`config.mk`:
```
export PLATFORM = sky130hd
export DESIGN_NAME = bfs_supervisor
export DESIGN_NICKNAME = d
export VERILOG_FILES = /design/src/logic/bfs_pkg.sv /design/src/logic/bfs_supervisor.sv /design/src/logic/bfs_timer.sv
export SDC_FILE = /design/constraint.sdc
export NUM_CORES = 1
export LEC_CHECK = 0
export ABC_CLOCK_PERIOD_IN_PS = 4100
export BUFFER_PORTS_ARGS = -buffer_cell sky130_fd_sc_hd__buf_2
export CORE_MARGIN = 5
export CORE_UTILIZATION = 48
export CTS_BUF_LIST = sky130_fd_sc_hd__clkbuf_2 sky130_fd_sc_hd__clkbuf_4 sky130_fd_sc_hd__clkbuf_8
export DETAILED_ROUTE_END_ITERATION = 10
export PLACE_DENSITY = 0.69
export SYNTH_ARGS = -nofsm -noshare
export SYNTH_HDL_FRONTEND = slang
export SYNTH_SLANG_ARGS = --single-unit
```
`constraint.sdc`:
```
create_clock -name clk_i -period 4.1 [get_ports clk_i]
set_input_delay 0.82 -clock clk_i [delete_from_list [all_inputs] [get_ports clk_i]]
set_output_delay 0.82 -clock clk_i [all_outputs]
set_load 0.02 [all_outputs]
```
`src/logic/bfs_pkg.sv`:
```
`default_nettype none
package bfs_pkg;
   // ---------------------------------------------
   // Clock and timing
   // ---------------------------------------------
   localparam int unsigned CLK_PERIOD_NS = 40;
   localparam int unsigned TMR_W         = 20;
   localparam int unsigned SS_TIME_NS    = 2_000_000;
   localparam int unsigned PG_DELAY_NS   = 1_060_000;
   localparam int unsigned HICCUP_NS     = 14_000_000;
   localparam int unsigned UV_DELAY_NS   = 68_000;
   localparam int unsigned WIN_DELAY_NS  = 2_000;
   // Least times round up to whole cycles
   localparam int unsigned SS_CYC     = (SS_TIME_NS + CLK_PERIOD_NS - 1) / CLK_PERIOD_NS;
   localparam int unsigned PG_CYC     = (PG_DELAY_NS + CLK_PERIOD_NS - 1) / CLK_PERIOD_NS;
   localparam int unsigned HICCUP_CYC = (HICCUP_NS + CLK_PERIOD_NS - 1) / CLK_PERIOD_NS;
   localparam int unsigned UV_CYC     = (UV_DELAY_NS + CLK_PERIOD_NS - 1) / CLK_PERIOD_NS;
   localparam int unsigned WIN_CYC    = (WIN_DELAY_NS + CLK_PERIOD_NS - 1) / CLK_PERIOD_NS;

   // ---------------------------------------------
   // Timer slots
   // ---------------------------------------------
   localparam int unsigned N_TMR     = 4;
   localparam int unsigned TMR_PHASE = 0;
   localparam int unsigned TMR_PG    = 1;
   localparam int unsigned TMR_UV    = 2;
   localparam int unsigned TMR_WIN   = 3;

   // ---------------------------------------------
   // Register map
   // ---------------------------------------------
   localparam logic [3:0] ADR_CTRL     = 4'h0;
   localparam logic [3:0] ADR_STATUS   = 4'h4;
   localparam logic [7:0] ONTIME_RST   = 8'h19;
   localparam int unsigned ONTIME_LSB  = 0;
   localparam int unsigned ST_STATE_LSB = 0;
   localparam int unsigned ST_SW_LSB    = 3;
   localparam int unsigned ST_PG_BIT    = 5;
   localparam int unsigned ST_PGF_BIT   = 6;
   localparam int unsigned ST_OV_BIT    = 7;
   localparam int unsigned ST_SSX_BIT   = 8;
   localparam int unsigned ST_UVP_BIT   = 9;

   // ---------------------------------------------
   // State types
   // ---------------------------------------------
   typedef enum logic [2:0] {
      ST_OFF    = 3'b000,
      ST_SS     = 3'b001,
      ST_RUN    = 3'b010,
      ST_HICCUP = 3'b011,
      ST_DISCH  = 3'b100
   } bfs_state_e;

   typedef enum logic [1:0] {
      SW_IDLE = 2'b00,
      SW_HS   = 2'b01,
      SW_LS   = 2'b10
   } bfs_sw_e;

   typedef struct packed {
      bfs_state_e  state;
      bfs_sw_e     sw;
      logic [7:0]  ton_cnt;
      logic [7:0]  on_time;
      logic        ov_latched;
      logic        pg_fault;
      logic        ss_ext;
      logic        hs;
      logic        ls;
      logic        disch;
      logic        ss_rst;
      logic        hiccup;
      logic        pg_good;
      logic        wb_ack;
      logic [31:0] wb_dat;
   } bfs_main_s;
endpackage
`default_nettype wire

```
`src/logic/bfs_supervisor.sv`:
```
// Design decisions made here: the register addresses and the Wishbone slave port.
`default_nettype none
module bfs_supervisor
   import bfs_pkg::*;
#(
   parameter int unsigned SS_CYCLES     = SS_CYC,
   parameter int unsigned PG_CYCLES     = PG_CYC,
   parameter int unsigned HICCUP_CYCLES = HICCUP_CYC
)
(
   // Clock and reset
   input  wire logic        clk_i,
   input  wire logic        rst_i,
   // Wishbone slave
   input  wire logic        wb_cyc_i,
   input  wire logic        wb_stb_i,
   input  wire logic        wb_we_i,
   input  wire logic [3:0]  wb_adr_i,
   input  wire logic [3:0]  wb_sel_i,
   input  wire logic [31:0] wb_dat_i,
   output logic             wb_ack_o,
   output logic [31:0]      wb_dat_o,
   // System side
   input  wire logic        enable_i,
   input  wire logic        bias_supply_low_lockout_i,
   input  wire logic        input_supply_low_lockout_i,
   input  wire logic        over_temp_i,
   input  wire logic        forced_continuous_conduction_i,
   // Feedback comparators
   input  wire logic        undervoltage_protect_i,
   input  wire logic        overvoltage_protect_i,
   input  wire logic        early_overvoltage_window_i,
   input  wire logic        feedback_level_near_reference_i,
   input  wire logic        feedback_level_discharged_i,
   // Current comparators and loop
   input  wire logic        negative_current_limit_i,
   input  wire logic        zero_current_i,
   input  wire logic        loop_on_request_i,
   // Switch requests
   output logic             high_side_on_o,
   output logic             low_side_on_o,
   output logic             discharge_on_o,
   output logic             softstart_ref_node_reset_o,
   output logic             hiccup_o,
   output logic             softstart_ext_done_o,
   // Open-drain power good
   output logic             power_good_out_o,
   output logic             power_good_out_oe_n_o
);
   bfs_main_s          q;
   bfs_main_s          next_q;
   logic [N_TMR-1:0]   tmr_run;
   logic [N_TMR-1:0]   tmr_done;
   logic [TMR_W-1:0]   tmr_lim [N_TMR];
   logic               fault;
   logic               sw_en;
   logic               wb_req;

   // ---------------------------------------------
   // Decoding helpers
   // ---------------------------------------------
   function automatic logic is_active(input bfs_state_e s);
      is_active = (s == ST_SS) || (s == ST_RUN);
   endfunction

   function automatic logic is_timed(input bfs_state_e s);
      is_timed = (s == ST_SS) || (s == ST_HICCUP);
   endfunction

   // ---------------------------------------------
   // Timers
   // ---------------------------------------------
   // Phase timer serves soft-start and hiccup; they never abut, so it always restarts
   always_comb begin
      tmr_lim[TMR_PHASE] = (q.state == ST_HICCUP) ? TMR_W'(HICCUP_CYCLES)
                                                  : TMR_W'(SS_CYCLES);
      tmr_lim[TMR_PG]    = TMR_W'(PG_CYCLES);
      tmr_lim[TMR_UV]    = TMR_W'(UV_CYC);
      tmr_lim[TMR_WIN]   = TMR_W'(WIN_CYC);
      tmr_run[TMR_PHASE] = is_timed(q.state);
      tmr_run[TMR_PG]    = (q.state == ST_RUN) && q.ss_ext && !q.pg_fault;
      tmr_run[TMR_UV]    = (q.state == ST_RUN) && undervoltage_protect_i;
      tmr_run[TMR_WIN]   = (q.state == ST_RUN) && !q.pg_fault &&
                           (undervoltage_protect_i || overvoltage_protect_i);
   end

   genvar gi;
   generate
      for (gi = 0; gi < N_TMR; gi++) begin : g_tmr
         bfs_timer u_tmr (
            .clk_i   (clk_i),
            .rst_i   (rst_i),
            .run_i   (tmr_run[gi]),
            .limit_i (tmr_lim[gi]),
            .done_o  (tmr_done[gi])
         );
      end
   endgenerate

   // ---------------------------------------------
   // Next-state logic
   // ---------------------------------------------
   always_comb begin
      next_q = q;
      fault  = !enable_i || bias_supply_low_lockout_i ||
               input_supply_low_lockout_i || over_temp_i;
      wb_req = wb_cyc_i && wb_stb_i && !q.wb_ack;

      // Power sequencing
      case (q.state)
         ST_OFF: begin
            // Waits for every condition at once, so arrival order is irrelevant
            if (!fault) begin
               next_q.state = ST_SS;
            end
         end
         ST_SS: begin
            if (fault) begin
               next_q.state = ST_DISCH;
            end else if (tmr_done[TMR_PHASE]) begin
               next_q.state = ST_RUN;
            end
         end
         ST_RUN: begin
            if (fault) begin
               next_q.state = ST_DISCH;
            end else if (tmr_done[TMR_UV]) begin
               next_q.state = ST_HICCUP;
            end
         end
         ST_HICCUP: begin
            if (fault) begin
               next_q.state = ST_DISCH;
            end else if (tmr_done[TMR_PHASE]) begin
               // Through OFF so the soft-start gets a clean, full count
               next_q.state = ST_OFF;
            end
         end
         ST_DISCH: begin
            if (feedback_level_discharged_i) begin
               next_q.state = ST_OFF;
            end
         end
         default: begin
            next_q.state = ST_OFF;
         end
      endcase

      // Per-start flags
      if (q.state == ST_OFF) begin
         next_q.ss_ext     = 1'b0;
         next_q.ov_latched = 1'b0;
      end else if (is_active(q.state)) begin
         if (feedback_level_near_reference_i) begin
            next_q.ss_ext = 1'b1;
         end
         if (overvoltage_protect_i) begin
            next_q.ov_latched = 1'b1;
         end
      end

      // Power-good latch; a set in the same cycle as a clear wins
      if (!enable_i || input_supply_low_lockout_i) begin
         next_q.pg_fault = 1'b0;
      end
      if (tmr_done[TMR_WIN]) begin
         next_q.pg_fault = 1'b1;
      end

      // Switching
      sw_en = is_active(next_q.state);
      if (!sw_en) begin
         next_q.sw      = SW_IDLE;
         next_q.ton_cnt = '0;
      end else begin
         case (q.sw)
            SW_IDLE: begin
               next_q.ton_cnt = '0;
               if (next_q.ov_latched) begin
                  next_q.sw = SW_LS;
               end else if (loop_on_request_i) begin
                  next_q.sw = SW_HS;
               end
            end
            SW_HS: begin
               // Same on-time in both conduction modes; DCM just idles longer
               if (q.ton_cnt + 8'h01 >= q.on_time) begin
                  next_q.sw      = SW_LS;
                  next_q.ton_cnt = '0;
               end else begin
                  next_q.ton_cnt = q.ton_cnt + 8'h01;
               end
            end
            SW_LS: begin
               next_q.ton_cnt = '0;
               if (negative_current_limit_i) begin
                  next_q.sw = SW_HS;
               end else if (!next_q.ov_latched && loop_on_request_i) begin
                  next_q.sw = SW_HS;
               end else if (!forced_continuous_conduction_i &&
                            !early_overvoltage_window_i &&
                            !next_q.ov_latched && zero_current_i) begin
                  next_q.sw = SW_IDLE;
               end
            end
            default: begin
               next_q.sw = SW_IDLE;
            end
         endcase
      end

      // Registered outputs
      next_q.hs      = (next_q.sw == SW_HS);
      next_q.ls      = (next_q.sw == SW_LS);
      next_q.disch   = (next_q.state == ST_DISCH);
      next_q.ss_rst  = !is_active(next_q.state);
      next_q.hiccup  = (next_q.state == ST_HICCUP);
      next_q.pg_good = (next_q.state == ST_RUN) && tmr_done[TMR_PG] &&
                       !next_q.pg_fault;

      // Wishbone: answer one cycle after the request, drop the next
      next_q.wb_ack = wb_req;
      next_q.wb_dat = '0;
      if (wb_req) begin
         if (wb_we_i) begin
            if (wb_adr_i == ADR_CTRL && wb_sel_i[0]) begin
               next_q.on_time = wb_dat_i[ONTIME_LSB +: 8];
            end
         end else begin
            case (wb_adr_i)
               ADR_CTRL: begin
                  next_q.wb_dat[ONTIME_LSB +: 8] = q.on_time;
               end
               ADR_STATUS: begin
                  next_q.wb_dat[ST_STATE_LSB +: 3] = q.state;
                  next_q.wb_dat[ST_SW_LSB +: 2]    = q.sw;
                  next_q.wb_dat[ST_PG_BIT]         = q.pg_good;
                  next_q.wb_dat[ST_PGF_BIT]        = q.pg_fault;
                  next_q.wb_dat[ST_OV_BIT]         = q.ov_latched;
                  next_q.wb_dat[ST_SSX_BIT]        = q.ss_ext;
                  next_q.wb_dat[ST_UVP_BIT]        = tmr_run[TMR_UV];
               end
               default: begin
                  next_q.wb_dat = '0;
               end
            endcase
         end
      end
   end

   // ---------------------------------------------
   // State register
   // ---------------------------------------------
   always_ff @(posedge clk_i) begin
      if (rst_i) begin
         q         <= '0;
         q.state   <= ST_OFF;
         q.sw      <= SW_IDLE;
         q.on_time <= ONTIME_RST;
         q.ss_rst  <= 1'b1;
      end else begin
         q <= next_q;
      end
   end

   // ---------------------------------------------
   // Outputs
   // ---------------------------------------------
   assign wb_ack_o                   = q.wb_ack;
   assign wb_dat_o                   = q.wb_dat;
   assign high_side_on_o             = q.hs;
   assign low_side_on_o              = q.ls;
   assign discharge_on_o             = q.disch;
   assign softstart_ref_node_reset_o = q.ss_rst;
   assign hiccup_o                   = q.hiccup;
   assign softstart_ext_done_o       = q.ss_ext;
   // Open drain only ever pulls low
   assign power_good_out_o           = 1'b0;
   // Enable low means pulling low, the default from reset onward
   assign power_good_out_oe_n_o      = q.pg_good;
endmodule
`default_nettype wire

```
`src/logic/bfs_timer.sv`:
```
`default_nettype none
module bfs_timer
   import bfs_pkg::*;
(
   // Clock and reset
   input  wire logic             clk_i,
   input  wire logic             rst_i,
   // Control
   input  wire logic             run_i,
   input  wire logic [TMR_W-1:0] limit_i,
   // Status
   output logic                  done_o
);
   typedef struct packed {
      logic [TMR_W-1:0] count;
      logic             done;
   } bfs_tmr_s;

   bfs_tmr_s q;
   bfs_tmr_s next_q;

   // ---------------------------------------------
   // Count while run is held; any drop clears it
   // ---------------------------------------------
   always_comb begin
      next_q = q;
      if (!run_i) begin
         next_q = '0;
      end else if (!q.done) begin
         if (q.count + TMR_W'(1) >= limit_i) begin
            next_q.done = 1'b1;
         end else begin
            next_q.count = q.count + TMR_W'(1);
         end
      end
   end

   always_ff @(posedge clk_i) begin
      if (rst_i) begin
         q <= '0;
      end else begin
         q <= next_q;
      end
   end

   assign done_o = q.done;
endmodule
`default_nettype wire

```
# Word-level counts from Yosys, hierarchy flattened
# Cells that the tools add are included.
[totals]
register_bits = 147
out_inout_bits = 41
wordCells = 147
input_bits = 58
[classes]
bitwise = 15
order_cmp = 5
mux = 34
n_reduce_logical = 50
eq_ne = 13
n_addsub = 5
[ops]
columns = ["cell", "count"]
rows = [
  ["$add 20x1->20 const B", 4],
  ["$pmux 8 s2", 2],
  ["$mux 3", 8],
  ["$ge 20x11->1 const B", 1],
  ["$ge 20x15->1 const B", 1],
  ["$ge 20x19->1", 1],
  ["$ge 20x6->1 const B", 1],
  ["$mux 19", 1],
  ["$reduce_or 2->1", 8],
  ["$not 1->1", 15],
  ["$pmux 3 s5", 1],
  ["$logic_and 1x1->1", 14],
  ["$mux 1", 13],
  ["$eq 3x2->1 const B", 4],
  ["$mux 2", 6],
  ["$mux 10", 1],
  ["$reduce_and 2->1", 5],
  ["$add 8x1->8 const B", 1],
  ["$ge 8x8->1", 1],
  ["$logic_not 1->1", 8],
  ["$logic_or 1x1->1", 8],
  ["$mux 8", 1],
  ["$eq 3x1->1 const B", 2],
  ["$eq 3x3->1 const B", 2],
  ["11 further kinds", 13],
]

# Longest topological paths before layout
# Gate-level depths: netlist of run 1.
[depth]
depth_word = 13
mapped_depth = 15
mapped_depth_nobuf = 14

# Hierarchy
# A second synthesis of run 1 with hierarchy kept.
[hier_totals]
hier_cells = 1112
hier_area_um2 = 9276.4
[modules_own_cells]
columns = ["module", "instances", "cells_each", "seq_area_each_um2", "area_per_inst_um2"]
rows = [
  ["bfs_timer", 4, 218, 420.4, 1786.7],
  ["bfs_supervisor", 1, 240, 820.8, 2129.5],
]

# Worst setup path after synthesis of run 1
# OpenSTA, ideal clock, no wires.
[synth_timing]
path_kind = "register to register"
from = "register g_tmr[0].u_tmr.q[1] in the netlist's numbering"
to = "register g_tmr[0].u_tmr.q[10] in the netlist's numbering"
period_less_slack_ps = 3421
path_buffers = 0
stages_incl_launch_ff = 15
required_time_ps = 3975
slack_ps = 679
arrival_time_ps = 3296
setup_ps = 125
cell_sequence = "dfxtp_1 ha_1 nand4_1 nor4_1 nand3_1 nor2_1 xor2_1 ha_1 nor2_1 nand2_1 or4_1 a32o_2 or3_1 o311ai_1 nand2_1"
[synth_via]
elab_chain_cells = 4
[synth_lines]
columns = ["item", "line", "source"]
rows = [
  ["from (decl)", "bfs_timer.sv:19", "bfs_tmr_s q;"],
  ["from (signal assigned)", "bfs_timer.sv:42", "q <= next_q;"],
  ["$add 20x1->20 *", "bfs_timer.sv:30, bfs_timer.sv:33", ""],
  ["$ge 20x19->1", "bfs_timer.sv:30", "if (q.count + TMR_W'(1) >= limit_i) begin"],
  ["$not 1->1 (no source line)", "-", ""],
  ["$reduce_and 2->1 (no source line)", "-", ""],
]
# Every way passes the cells marked *; elsewhere a longest branch is shown, timed or not.
# A chain may end at the register's enable or synchronous reset.

# Final worst setup path of run 1
# Same ends and word-level chain as after synthesis.

==> qor.txt, run 1 <==
status: completed
Post-CTS Repair Setup Buffers: 0
post-synthesis instance area: 7200 µm²
P per Cell Area: 315 nW/µm²
Crit path required time: 4.43 ns
Core ar.: 14600 µm²
vias in the first global route: 5522
Synth top area share: 0.348
CTS H-tree depth: 4
Final Critical Period: 3.69 ns
initial antenna violation count: 0
CP Launch Type: flip-flop
largest net degree at the start of global routing: 29
MaxCap Viol Count: 0
clock root cell: clkbuf_8
maximum root-to-sink buffer count: 2
register bit count reported by yosys: 125
Top FF cell, synth: dfxtp_1
Final #Nets: 979
Distinct cells, synth: 73
Async SR Flop Fraction: 0
Die Height: 132 µm
CTS tree: done
Max VDD drop: 0.220 mV
Clock Latency Late Sink: 0.44 ns
Setup Skew: 0.0129 ns
top fanout value on the critical path: 9
Synth area leaders: dfxtp_1 (35%), ha_1 (4.2%), mux2i_1 (3.8%)
Critical Path End Type: flip-flop
Worst Hold Class: flip-flop to flip-flop
RSZ-0062 raised after global routing: false
Die X-Extent: 132 µm
commonest cells after routing, fill and taps aside: dfxtp_1 (125), nand2_1 (72), nor2_1 (66), buf_2 (48), a21oi_1 (45)
area grow syn2layout: 9.33%
Slew HR: 0.428
Synth area leader: dfxtp_1
HPWL after DPL: 11.2 mm
Routed Antenna Nets: 0
number of buffers created by CTS: 17
Layout fillers: 1356
die area: 17500 µm²
Cell Rows: 44
setup TNS: 0 ns
DRC: 0
grt total ovfl: 0
first-pass GRT wire length: 27.1 mm
Starting Density: 0.492
GP Congestion: 0.845
Worst-path clk slew: 0.07 ns
Arr. time, crit path: 4.02 ns
gr usage total: 0.181
layout cells sized above 1: 0.123
most common cell after layout, fill and taps aside: dfxtp_1
WL/cell: 14.5 µm
synthesized instance count: 874
Critical Setup Path Class: flip-flop to flip-flop
vias per cell: 5.75
drt total wl: 15.9 mm
post-synthesis area per instance: 8.24 µm²
Core Util, Final: 0.537
Fmax achieved: 271 MHz
Hold Vio Cnt, Final: 0
Slew @ Worst Pin: 0.846 ns
yosys warns: 0
total vias in the final route: 6293
Ports: 99
register area share after synthesis: 0.348
DRT iter0 DRCs: 416
1st-pass router iterations: 5
Setup-failing EPs final: 0
leak pwr: 2.86 nW
fin crit share: 0.900
Pins Over Slew Limit: 0
n_diodes: 0
number of synthesized flops with an enable pin: 0
# clock sinks: 125
number of port buffers: 48
## report_power, final
group / leakage (nW) / switching (W) / internal, W
Sequential: 1.01 / 0.00000209 / 0.00122
Combinational: 1.63 / 0.0000411 / 0.0000181
Clock: 0.225 / 0.000489 / 0.000714
Total: 2.86 / 0.000532 / 0.00195
## layout make-up
class,count,area [µm²],share of cell area
tap,184,230,0.0293
timing repair buffer,60,330,0.0420
sequential,125,2500,0.318
clock buffer,21,283,0.0359
multi-input combinational,669,4270,0.543
clock inverter,11,164,0.0208
inverter,24,90.1,0.0114
## stage by stage
| stage | worst slack (ns) | hold slack, ns | area [µm²] | std cells | total power, W |
|---|---|---|---|---|---|
| final | 0.410 | 0.478 | 7870 | 1094 | 0.00248 |
| after global routing | 0.00766 | 0.501 | 7870 | 1094 | 0.00257 |
| after CTS | 0.289 | 0.488 | 7850 | 1094 | 0.00251 |
| after detailed placement | 0.372 | 0.464 | 7400 | 1062 | 0.00130 |
| after global placement | 0.378 | 0.457 | 7400 | 1062 | 0.00130 |
| after floorplan | 0.679 | 0.445 | 7280 | 896 | 0.00130 |
## sequential cells by signal, indices dropped and copies added, names as in the netlist
register                    cells
g_tmr.u_tmr.q                  80
q                              23
wb_dat_o                       10
g_tmr.u_tmr.done_o              4
discharge_on_o                  1
hiccup_o                        1
high_side_on_o                  1
low_side_on_o                   1
power_good_out_oe_n_o           1
softstart_ext_done_o            1
softstart_ref_node_reset_o      1
wb_ack_o                        1
## timing repair
item / 4_1_cts / 5_1_grt
endpoints found under the setup margin: 0 / 5
hold buffers: 0 / 0
gates resized for setup: 0 / 2
## cells by family (layout without fill, tap and decap cells)
kind of cell / count (synthesis) / count (layout) / share of synthesized area
AO/OA/AOI/OAI: 174 / 174 / 0.168
XOR/XNOR: 31 / 31 / 0.0377
buffers and inverters: 102 / 116 / 0.0739
flip-flops: 125 / 125 / 0.348
adder cells (fa/ha/maj): 24 / 24 / 0.0417
AND/OR/NAND/NOR: 390 / 390 / 0.293
other: 1 / 23 / 0.000521
multiplexers: 27 / 27 / 0.0375
## per-layer routing
metal / routed length, µm / global-route usage / up-vias
met2: 7310 / 0.283 / 99
li1: - / - / 3231
met4: 178 / 0.0543 / 0
met5: 0 / 0 / -
met3: 490 / 0.0383 / 17
met1: 7900 / 0.253 / 2946
## cells in the mapped netlist, types with 11 or more instances
cell and instances:
dfxtp_1 125, nand2_1 72, nor2_1 66, a21oi_1 45
nand3_1 44, buf_4 34, clkbuf_1 34, and3_1 29
mux2i_1 27, nand2b_1 26, ha_1 24, inv_1 24
nor3_1 22, o21ai_0 22, or4_1 22, nand4_1 21
o31ai_1 20, xnor2_1 18, nor4_1 16, or3_1 15
and2_1 13, xor2_1 13, o41ai_1 12, o311ai_1 11
## final timing paths
| path | from | to | slack, ns | cells past startpoint |
|---|---|---|---|---|
| max | g_tmr[0].u_tmr.q[1] | g_tmr[0].u_tmr.q[10] | 0.41 | 15 |
| min | g_tmr[2].u_tmr.q[20] | g_tmr[2].u_tmr.q[20] | 0.48 | 1 |
| max reg2reg | g_tmr[0].u_tmr.q[1] | g_tmr[0].u_tmr.q[10] | 0.41 | 15 |
| min reg2reg | g_tmr[2].u_tmr.q[20] | g_tmr[2].u_tmr.q[20] | 0.48 | 1 |
## worst max-delay path, stage by stage (launching register included)
cell      delay, ns
dfxtp_1        0.44
ha_1           0.27
nand4_1        0.16
nor4_1         0.28
buf_4          0.17
nand3_1        0.13
nor2_1         0.20
xor2_1         0.10
ha_1           0.20
nor2_1         0.08
nand2_1        0.06
or4_1          0.47
a32o_2         0.35
or3_1          0.38
o311ai_1       0.23
nand2_1        0.07
Power figures use the tool's default switching activity.
==> run 2, diff against run 1 <==
--- a/config.mk
+++ b/config.mk
@@ -7,9 +7,11 @@
 export LEC_CHECK = 0
 export ABC_CLOCK_PERIOD_IN_PS = 4100
 export BUFFER_PORTS_ARGS = -buffer_cell sky130_fd_sc_hd__buf_2
+export CORE_ASPECT_RATIO = 0.9
 export CORE_MARGIN = 5
 export CORE_UTILIZATION = 48
-export CTS_BUF_LIST = sky130_fd_sc_hd__clkbuf_2 sky130_fd_sc_hd__clkbuf_4 sky130_fd_sc_hd__clkbuf_8
+export CTS_BUF_LIST = sky130_fd_sc_hd__clkbuf_4
+export CTS_CLUSTER_SIZE = 40
 export DETAILED_ROUTE_END_ITERATION = 10
 export PLACE_DENSITY = 0.69
 export SYNTH_ARGS = -nofsm -noshare
==> run 2 against run 1 <==
First-iteration DRC count is 22% lower. Final cell count grew 1.6%. Clock skew up 0.0054 ns. Clock power down 30%. Register-to-register slack is essentially flat. Worst hold slack better by 0.0026 ns. Combinational power increased by 2%. Largest power group unchanged. Highest routed layer unchanged.
==> qor.txt, run 2 (synthesis gave the netlist of run 1 again) <==
total vias in the final route: 6202 (-1.4%)
sequential share of power: 0.575 (+0.084)
Hold Vio Cnt, Final: 0 (unchanged)
Die Height: 126 µm (-4.7%)
initial antenna violation count: 0 (unchanged)
P per Cell Area: 274 nW/µm² (-13%)
register name with the most flops: g_tmr.u_tmr.q
Hold-fix buffers, CTS: 0 (unchanged)
setup TNS: 0 ns (unchanged)
HPWL after DPL: 11.3 mm (+0.93%)
layout cells sized above 1: 0.123 (-0.000539)
maximum root-to-sink buffer count: 2 (unchanged)
Final WS setup: 0.413 ns (+0.00303 ns)
area grow syn2layout: 7.51%
max reg flops: 80 (unchanged)
# clock sinks: 125 (unchanged)
fin crit share: 0.899 (about the same)
number of buffers created by CTS: 17 (unchanged)
gr usage total: 0.177 (-0.00411)
Post-CTS Repair Setup Buffers: 0 (unchanged)
Critical Setup Path Class: flip-flop to flip-flop
Setup-failing EPs final: 0 (unchanged)
Crit path largest cell delay: 0.44 ns (-0.03 ns)
die area: 17500 µm² (about the same)
count of cells along the worst hold path: 2 (+1)
Crit path required time: 4.57 ns (+0.14 ns)
Clock Latency Late Sink: 0.54 ns (+0.10 ns)
Arr. time, crit path: 4.15 ns (+0.13 ns)
CP Launch Type: flip-flop
Worst Hold Class: primary input to flip-flop
Overall Power: 0.00212 W (-15%)
Worst-path clk slew: 0.12 ns (+0.05 ns)
MaxCap Viol Count: 0 (unchanged)
GP Congestion: 0.851 (+0.76%)
Int Pwr: 0.00159 W (-18%)
number of port buffers: 48 (unchanged)
CP top delay family: simple AND/OR/NAND/NOR gates
Ports: 99 (unchanged)
Critical Path End Type: flip-flop
reg2reg path depth: 16 (+1)
vias in the first global route: 5488 (-0.62%)
Slew HR: 0.471 (+0.0427)
Starting Density: 0.489 (-0.00234)
leak pwr: 2.80 nW (-2.0%)
grt total ovfl: 0 (unchanged)
Max VDD drop: 0.249 mV (+13%)
Pins Over Slew Limit: 0 (unchanged)
n_diodes: 0 (unchanged)
clock root cell: clkbuf_4
DRC: 0 (unchanged)
commonest cells after routing, fill and taps aside: dfxtp_1 (125), nand2_1 (72), nor2_1 (66), buf_2 (48), a21oi_1 (45)
first-pass GRT wire length: 26.4 mm (-2.4%)
1st-pass router iterations: 5 (unchanged)
Die X-Extent: 139 µm (+5.0%)
most common cell after layout, fill and taps aside: dfxtp_1
Sw Share: 0.248 (+0.0331)
WL/cell: 14.0 µm (-3.4%)
P_sw: 0.000524 W (-1.5%)
drt total wl: 15.6 mm (-1.8%)
vias per cell: 5.58 (-3.0%)
Fmax achieved: 271 MHz (about the same)
Gate power share: 0.029 (+0.005)
Slew @ Worst Pin: 0.789 ns (-0.0564 ns)
Final Critical Period: 3.69 ns (-0.00303 ns)
Routed Antenna Nets: 0 (unchanged)
Critical R2R Launch: g_tmr[0].u_tmr.q[1]
post_cts resized: 0 (unchanged)
RSZ-0062 raised after global routing: false
CTS H-tree depth: 4 (unchanged)
DRT iter0 DRCs: 324 (-22%)
worst reg2reg endpoint: g_tmr[0].u_tmr.q[4]
WP buf/inv: 2 (+1)
status: completed
Cell Rows: 42 (-4.5%)
Hold Path End: q[42]
slack of the worst reg-to-reg path: 0.41 ns (about the same)
CTS tree: done
CP Cell Sequence: ha_1 > nand4_1 > nor4_1 > buf_4 > nand3_1 > nor2_1 > xor2_1 > ha_1 > nor2_1 > nand2_1 > or4_1 > a32oi_1 > buf_4 > nand4_1 > or4_1 > a21oi_1
pre-CTS WS: 0.430 ns (+0.0580 ns)
largest net degree at the start of global routing: 27 (-6.9%)
Worst Hold Launch: wb_dat_i[0]
Core ar.: 14700 µm² (+0.48%)
top fanout value on the critical path: 7 (-2)
Final #Nets: 983 (+0.41%)
clock power share: 0.396 (-0.089)
Worst path slowest cell: dfxtp_1
Setup Skew: 0.0183 ns (+0.00544 ns)
[run 2: changes by cell type in the layout (fill, tap and decap cells not counted), moves of 3 or more]
cell	delta
clkbuf_8	-20
clkbuf_4	+16
buf_4	+3
clkinv_1	+3
clkinv_4	+3
[run 2: layer usage]
metal  vias to the layer above  share of wire  global-route usage
met4                         0         0.0063              0.0374
met1                      2863           0.51               0.245
met5                         -              0                   0
met3                         8          0.040              0.0478
li1                       3232              -                   -
met2                        99           0.44               0.279
[run 2: area by class of cell]
class,instances,area [µm²]
clock buffer,17,128
clock inverter,15,146
fill,1421,6980
inverter,24,90.1
multi-input combinational,669,4250
sequential,125,2500
tap,198,248
timing repair buffer,64,373
[run 2: metrics by stage]
stage,cells,cell area (µm²),hold slack [ns],utilization
finish,1112,7740,0.480,0.526
global route,1112,7740,0.426,0.526
CTS,1112,7740,0.441,0.526
detailed placement,1080,7460,0.459,0.507
global placement,1080,7460,0.460,0.507
floorplan,896,7280,0.445,-
[run 2: power by group through the flow]
stage	logic, W	registers (W)	clock network [W]
4_1_cts	0.0000605	0.00122	0.000866
3_3_place_gp	0.0000603	0.00125	0
6_report	0.0000606	0.00122	0.000839
2_1_floorplan	0.0000536	0.00125	0
3_5_place_dp	0.0000604	0.00125	0
5_1_grt	0.0000673	0.00122	0.000924
[run 2: worst max-delay path by stage]
stage                         from  cells past startpoint              endpoint  slack, ns
6_report       g_tmr[0].u_tmr.q[1]                     16   g_tmr[0].u_tmr.q[4]       0.41
5_1_grt        g_tmr[0].u_tmr.q[1]                     16   g_tmr[0].u_tmr.q[4]       0.06
4_1_cts        g_tmr[0].u_tmr.q[1]                     16   g_tmr[0].u_tmr.q[4]       0.42
3_5_place_dp   g_tmr[0].u_tmr.q[1]                     16   g_tmr[0].u_tmr.q[4]       0.43
3_3_place_gp   g_tmr[0].u_tmr.q[1]                     15  g_tmr[0].u_tmr.q[10]       0.51
2_1_floorplan  g_tmr[0].u_tmr.q[1]                     14  g_tmr[0].u_tmr.q[10]       0.68
